--- config.mk ---
export PLATFORM = sky130hd
export DESIGN_NAME = swdt_timer
export DESIGN_NICKNAME = d
export VERILOG_FILES = /design/src/core/swdt_pkg.sv /design/src/core/swdt_timer.sv
export VERILOG_INCLUDE_DIRS = /design/src /design/src/core
export SDC_FILE = /design/constraint.sdc
export NUM_CORES = 1
export LEC_CHECK = 0
export BUFFER_PORTS_ARGS = -buffer_cell sky130_fd_sc_hd__clkbuf_2
export CAP_MARGIN = 5
export CORE_MARGIN = 5
export CORE_UTILIZATION = 56
export CTS_BUF_LIST = sky130_fd_sc_hd__clkbuf_8 sky130_fd_sc_hd__clkbuf_16
export DETAILED_ROUTE_END_ITERATION = 8
export PLACE_DENSITY = 0.95
export SLEW_MARGIN = 30
export SYNTH_ARGS = -nofsm -noshare
export SYNTH_HDL_FRONTEND = slang
export SYNTH_SLANG_ARGS = --single-unit
--- constraint.sdc ---
create_clock -name i_clk -period 4 [get_ports i_clk]
set_clock_uncertainty 0.2 [all_clocks]
set_input_delay 0.2 -clock i_clk [delete_from_list [all_inputs] [get_ports i_clk]]
set_output_delay 0.2 -clock i_clk [all_outputs]
set_load 0.02 [all_outputs]
--- src/core/swdt_defs.svh ---
// constants for the supervision timer: register addresses, keys, field positions, dividers
// assumes the including file uses the names below and nothing else from it
//
// Operation
// - 8-bit readable, writable up-counter, one step per selected count-clock pulse when running.
// - overflow raises a reset in watchdog mode, an interrupt request in interval mode.
// - counter cleared to zero only by the external power-on reset.
// - counter write is 16 bits with key 5A high; low byte is stored.
// - control/status write is 16 bits with key A5 high; low byte is stored.
// - byte and 32-bit writes to either register are refused.
// - control/status cleared only by power-on reset; kept across the timer's own reset.
// - control/status keeps its contents after a standby stabilisation overflow.
// - bit 7 runs the count; at zero the count holds; reset value zero.
// - bit 6 selects mode: zero interval, one watchdog; reset is interval.
// - bit 5 picks power-on or manual reset on watchdog overflow only.
// - bit 4 set on watchdog-mode overflow, never in interval mode.
// - bit 3 set on interval-mode overflow, never in watchdog mode.
// - bits 2..0 select input clock divided by 32 up to 4096; reset is 32.
// - after a first PLL switch the count clock follows the new clock.
// - counter keeps counting after an overflow in either mode.
// - interval overflow sends an interval request to the interrupt controller.
`ifndef SWDT_DEFS_SVH
`define SWDT_DEFS_SVH

`define SWDT_ADDR_COUNT    32'hFFC00008
`define SWDT_ADDR_CTRL     32'hFFC0000C
`define SWDT_ADDR_MASK     32'h1FFFFFFF
`define SWDT_KEY_COUNT     8'h5A
`define SWDT_KEY_CTRL      8'hA5
`define SWDT_RESET_VALUE   8'h00
`define SWDT_COUNT_MAX     8'hFF
`define SWDT_BIT_RUN       7
`define SWDT_BIT_MODE      6
`define SWDT_BIT_RKIND     5
`define SWDT_BIT_WATCHDOG_OVERFLOW_FLAG      4
`define SWDT_BIT_INTERVAL_OVERFLOW_FLAG      3
`define SWDT_CKS_HI        2
`define SWDT_DIV_BASE_LOG2 5
`define SWDT_PRE_WIDTH     12

`endif

--- src/core/swdt_pkg.sv ---
// types for the supervision timer
// assumes swdt_defs.svh is compiled alongside
package swdt_pkg;

  // bus access size as presented by the processor bus
  typedef enum logic [2:0] {
    SWDT_SIZE_BYTE = 3'b001,
    SWDT_SIZE_WORD = 3'b010,
    SWDT_SIZE_LONG = 3'b100
  } swdt_size_t;

  typedef struct packed {
    logic       run;
    logic       mode;
    logic       rkind;
    logic       watchdog_overflow_flag;
    logic       interval_overflow_flag;
    logic [2:0] cks;
  } swdt_ctrl_t;

  typedef struct packed {
    logic [11:0] pre;
    logic        tick_src_q;
    logic [7:0]  count;
    swdt_ctrl_t  ctrl;
    logic [7:0]  rdata;
    logic        por_req;
    logic        man_req;
    logic        irq;
  } swdt_state_t;

endpackage

--- src/core/swdt_timer.sv ---
// supervision timer: keyed 8-bit counter and control/status register
// assumes i_clk_in is the clock generator input clock already muxed after any
// first_pll switch, and that the bus presents one-cycle strobes on i_clk
`timescale 1ns/1ns
`include "swdt_defs.svh"
module swdt_timer
  import swdt_pkg::*;
#(
  parameter int PRE_WIDTH = `SWDT_PRE_WIDTH
) (
  input  wire logic        i_clk,
  input  wire logic        i_arst_n,
  input  wire logic        i_clk_in_tick,
  input  wire logic        i_wr,
  input  wire logic        i_rd,
  input  wire logic [31:0] i_addr,
  input  wire swdt_size_t  i_size,
  input  wire logic [15:0] i_wdata,
  output logic [7:0]       o_rdata,
  output logic             o_por_req,
  output logic             o_man_req,
  output logic             o_irq
);

  // --------------------------------------------------------------------
  // reset release
  // --------------------------------------------------------------------
  logic [1:0] rst_sync;
  logic       rst_n;

  always_ff @(posedge i_clk or negedge i_arst_n) begin
    if (!i_arst_n) begin
      rst_sync <= 2'b00;
    end else begin
      rst_sync <= {rst_sync[0], 1'b1};
    end
  end
  assign rst_n = rst_sync[1];

  // --------------------------------------------------------------------
  // address decode
  // --------------------------------------------------------------------
  // both the P4 and the area-7 images decode, so the top three bits are masked
  function automatic logic addr_hit(input logic [31:0] a, input logic [31:0] reg_addr);
    addr_hit = ((a & `SWDT_ADDR_MASK) == (reg_addr & `SWDT_ADDR_MASK));
  endfunction

  swdt_state_t state;
  swdt_state_t next_state;

  logic       hit_count;
  logic       hit_ctrl;
  logic       wr_count;
  logic       wr_ctrl;
  logic       step;
  logic       ovf;
  logic [PRE_WIDTH-1:0] next_pre;

  assign hit_count = addr_hit(i_addr, `SWDT_ADDR_COUNT);
  assign hit_ctrl  = addr_hit(i_addr, `SWDT_ADDR_CTRL);
  // byte and long writes, and wrong keys, are dropped silently
  assign wr_count = i_wr && hit_count && (i_size == SWDT_SIZE_WORD)
                    && (i_wdata[15:8] == `SWDT_KEY_COUNT);
  assign wr_ctrl  = i_wr && hit_ctrl && (i_size == SWDT_SIZE_WORD)
                    && (i_wdata[15:8] == `SWDT_KEY_CTRL);

  // --------------------------------------------------------------------
  // next state
  // --------------------------------------------------------------------
  always_comb begin
    next_state         = state;
    next_state.por_req = 1'b0;
    next_state.man_req = 1'b0;
    next_state.irq     = 1'b0;
    // prescaler runs only while counting and keeps its phase while stopped
    next_pre = state.pre[PRE_WIDTH-1:0];
    if (state.ctrl.run && i_clk_in_tick) begin
      next_pre = state.pre[PRE_WIDTH-1:0] + 1'b1;
    end
    next_state.pre = next_pre;
    // divide tap: code 0 is bit 4 (1/32), code 7 is bit 11 (1/4096)
    next_state.tick_src_q =
      next_pre[(`SWDT_DIV_BASE_LOG2 - 1) + state.ctrl.cks];
    step = state.ctrl.run && state.tick_src_q && !next_state.tick_src_q;
    ovf  = step && (state.count == `SWDT_COUNT_MAX);

    if (wr_count) begin
      next_state.count = i_wdata[7:0];
    end else if (step) begin
      next_state.count = state.count + 8'h01;
    end

    if (wr_ctrl) begin
      next_state.ctrl = swdt_ctrl_t'(i_wdata[7:0]);
    end
    if (ovf) begin
      if (state.ctrl.mode) begin
        next_state.ctrl.watchdog_overflow_flag = 1'b1;
        next_state.por_req   = !state.ctrl.rkind;
        next_state.man_req   = state.ctrl.rkind;
      end else begin
        next_state.ctrl.interval_overflow_flag = 1'b1;
        next_state.irq       = 1'b1;
      end
    end

    if (i_rd && hit_count) begin
      next_state.rdata = state.count;
    end else if (i_rd && hit_ctrl) begin
      next_state.rdata = state.ctrl;
    end else if (i_rd) begin
      next_state.rdata = `SWDT_RESET_VALUE;
    end
  end

  // --------------------------------------------------------------------
  // state register
  // --------------------------------------------------------------------
  // the pin reset is the only thing that clears count and control; a reset
  // raised by this timer never loops back here, so contents survive it
  always_ff @(posedge i_clk or negedge rst_n) begin
    if (!rst_n) begin
      state <= '0;
    end else begin
      state <= next_state;
    end
  end

  assign o_rdata   = state.rdata;
  assign o_por_req = state.por_req;
  assign o_man_req = state.man_req;
  assign o_irq     = state.irq;

endmodule

==> impl_metrics.csv <==
group,metric,value,unit
cells_and_area,layout-drive-gt1-share,31.8,%
grt,grt_overflow,0,
setup_path,crit_chain,"ha_1, nand4_1, nor3_1, mux2i_1, nand4_1, o21ai_2, mux2_1, mux2_2",
power,switching_power,159,uW
setup_path,startpoint_type,"flop",
timing,worst_pin_slew,0.842,ns
timing,timing.slew.headroom,43.8,%
grt,grt_pass1_wl,9.12,mm
cells_and_area,final_area,2870,sq um
synthesis,ys_seq_area_share,43.5,%
timing,whs,0.0185,ns
placed_design,dp.cells,351,
power,swShare,21.1,%
power,power_density,261,nW/um^2
timing,timing.fmax,307,MHz
synthesis,yosysMostFrequentCell,"dfrtp_1",
die,fp.dieW,75.7,um
synthesis,yosysTopAreaCell,"dfrtp_1",
cells_and_area,fillers,303,
setup_path,required,3.97,ns
clocking,cts_root_buf,"clkbuf_8",
power,power.leakage,0.00139,uW
cells_and_area,nNetsFinal,375,
min_path,worstHoldPathType,"primary input to asynchronous set/reset pin",
setup_path,crit_top_cell,"nand4_1",
clocking,cts_inserted_buffers,5,
synthesis,synthCells,255,
setup_path,cp_top_family,"multiplexers",
cells_and_area,seq_area,1050,sq um
cells_and_area,instances_no_fill,368,
die,dieArea,5730,sq um
setup_path,critPathBufInv,0,
synthesis,postSynth.asyncResetShare,100,%
clocking,postCtsSetupRepairBufs,0,
grt,grt_max_degree,41,
clocking,clkSinkCount,42,
placed_design,place_area,2690,sq um
timing,final-hold-violation-count,0,
grt,grt_pass1_vias,2018,
timing,setup_violations,0,
cells_and_area,syn_to_final_growth,19.0,%
clocking,htreeDepth,2,
synthesis,synth_ff_type,"dfrtp_1",
placed_design,gp_congestion,0.843,
power,internal_power,592,uW
die,io_pins,67,
synthesis,syn_area,2410,sq um
job,max_cap_violations,0,
detailed_routing,routed_wl,5.65,mm
placed_design,hpwl,4.27,mm
grt,met1_usage,28.0,%
power,p_seq_share,56.7,%
power,p_clk_share,36.0,%
setup_path,crit_slowest_cell,"o21ai_2",
detailed_routing,ant_nets,0,
die,rows,23,
detailed_routing,first_pass_iters,4,
clocking,cts_buffer_depth,2,
status,outcome,"completed",
grt,grt_usage,21.1,%
detailed_routing,drc,0,
synthesis,synth-seq-cells,42,
power,pwr-share-comb,7.3,%
timing,slew_viol_final,0,
grt,use_met2,33.4,%
die,core-area,4090,sq um
timing,min_period,3.25,ns
clocking,cts_resized,0,
detailed_routing,drt_iter0_drc,113,
synthesis,synth.avg_cell_area,9.47,sq um
cells_and_area,antenna_cells,0,
cells_and_area,utilization,70.3,%
setup_path,cp_max_fo,16,
power,vdd_ir_drop_max,0.194,mV
die,die_h,75.7,um
clocking,clk_latency,0.29,ns
synthesis,synth_edf_count,0,
setup_path,end_kind,"flop",
setup_path,worstSetupPathType,"flop to flop",
setup_path,cp.arrival,3.23,ns
detailed_routing,vias_per_cell,5.70,
synthesis,ys_warn_count,0,
grt,grt_util_met3,5.67,%
detailed_routing,wl_per_cell,15.3,um
synthesis,ys_types,51,
clocking,cts.clk_slew.worst_paths,0.08,ns
timing,finalSetupTns,0,ns
cells_and_area,multi_input_area,1200,sq um
placed_design,io_buffer_count,63,
timing,rsz0062_at_grt,"no",
synthesis,synth_area_leaders,"dfrtp_1 (44%), mux2_2 (6.5%), nand3_1 (4.8%), nand2_1 (4.2%), o21ai_0 (2.9%)",
grt,top_usage_layer,"met2",
synthesis,synth_common_cells,"dfrtp_1 (42), nand2_1 (27), nand3_1 (23), mux2_2 (14), o21ai_0 (14)",
synthesis,yosysTopAreaCellShare,43.5,%
timing,fin_crit_sh,81.3,%
grt,antenna_found_initial,0,
detailed_routing,num_vias,2099,
die,initial_core_util,59.1,%
clocking,cts_tree,"built",
synthesis,syn-num-nets,313,
setup_path,critPathMaxStageDelay,0.51,ns
==> flip-flops by register name (all words and copies together) (netlist names) <==
name / cells
o_por_req: 1
o_rdata: 8
state: 29
o_irq: 1
o_man_req: 1
rst_sync: 2
==> power by group through the flow <==
stage | clock network (uW) | registers (uW) | logic [uW]
after floorplan | 0 | 440 | 10.0
after global placement | 0 | 434 | 45.9
after detailed placement | 0 | 434 | 47.9
after CTS | 277 | 426 | 54.9
after global routing | 297 | 426 | 60.2
final | 270 | 426 | 54.7
==> worst reg2reg max path: cells and delay by family, from the launching register on <==
| family | cells | cell delay (ns) |
|---|---|---|
| multiplexers | 3 | 0.92 |
| AND/OR/NAND/NOR | 3 | 0.84 |
| adder cells (fa/ha/maj) | 1 | 0.23 |
| AO/OA/AOI/OAI | 1 | 0.51 |
| flip-flops | 1 | 0.44 |
==> cells by family (layout without fill, tap and decap cells) <==
group | after synthesis | in the layout | share of synthesized area, %
other | 1 | 1 | 0.155
AOI/OAI and AO/OA | 31 | 31 | 8.19
and+or+nand+nor | 119 | 119 | 28.4
buffers and inverters | 32 | 95 | 6.79
adders and majority gates | 2 | 2 | 1.04
DFF | 42 | 42 | 43.5
xor gates and xnor gates | 9 | 9 | 3.26
muxes | 19 | 19 | 8.65
==> metal layers <==
layer	routed length (um)	part of all wire (%)
met5	0	0
met4	84	1.5
met2	2910	52
met3	375	6.6
met1	2280	40
==> path summary, 6_finish.rpt <==
path | from | endpoint | slack [ns] | depth (start not counted)
worst max-delay path | state[28] | state[20] | 0.75 | 8
worst min-delay path | i_arst_n | rst_sync[1] | 0.02 | 2
worst max register to register | state[28] | state[20] | 0.75 | 8
worst min register to register | rst_sync[1] | state[12] | 0.10 | 1
max in group asynchronous | rst_sync[1] | state[34] | 3.15 | 1
min in group i_clk | i_clk_in_tick | state[30] | 0.04 | 3
==> what timing repair did <==
| action | in CTS | in global routing |
|---|---|---|
| endpoints found under the setup margin | 0 | 0 |
| endpoints found under the hold margin | 18 | 0 |
| hold buffers | 9 | 0 |
==> area by class of cell <==
type                            count  share of cell area (%)
Tap cell                           50                    2.18
Clock buffer                        6                    2.87
Multi-Input combinational cell    181                    41.8
Sequential cell                    42                    36.6
Inverter                           13                    1.70
Timing Repair Buffer               74                    14.6
Clock inverter                      2                   0.305
==> cell usage in the layout, fill, tap and decap left out, types with 6 or more instances in the layout <==
| cell | Yosys | routed |
|---|---|---|
| clkbuf_8 | 0 | 6 |
| xnor2_1 | 7 | 7 |
| or3b_1 | 7 | 7 |
| clkbuf_2 | 0 | 63 |
| nor4_1 | 6 | 6 |
| nand4_1 | 8 | 8 |
| nand3_1 | 23 | 23 |
| nor2_1 | 11 | 11 |
| dlygate4sd3_1 | 0 | 9 |
| nand2_1 | 27 | 27 |
| nor3_1 | 8 | 8 |
| o21ai_0 | 14 | 14 |
| inv_1 | 13 | 14 |
| dfrtp_1 | 42 | 42 |
| mux2_2 | 14 | 14 |
| a21oi_1 | 7 | 7 |
==> per-stage QoR <==
step,setup slack [ns],power [uW]
6_report,0.746,751
5_1_grt,0.507,783
4_1_cts,0.770,757
3_5_place_dp,0.767,482
3_3_place_gp,0.879,480
2_1_floorplan,1.19,450
Note: power is estimated with default switching activity, not from simulation.
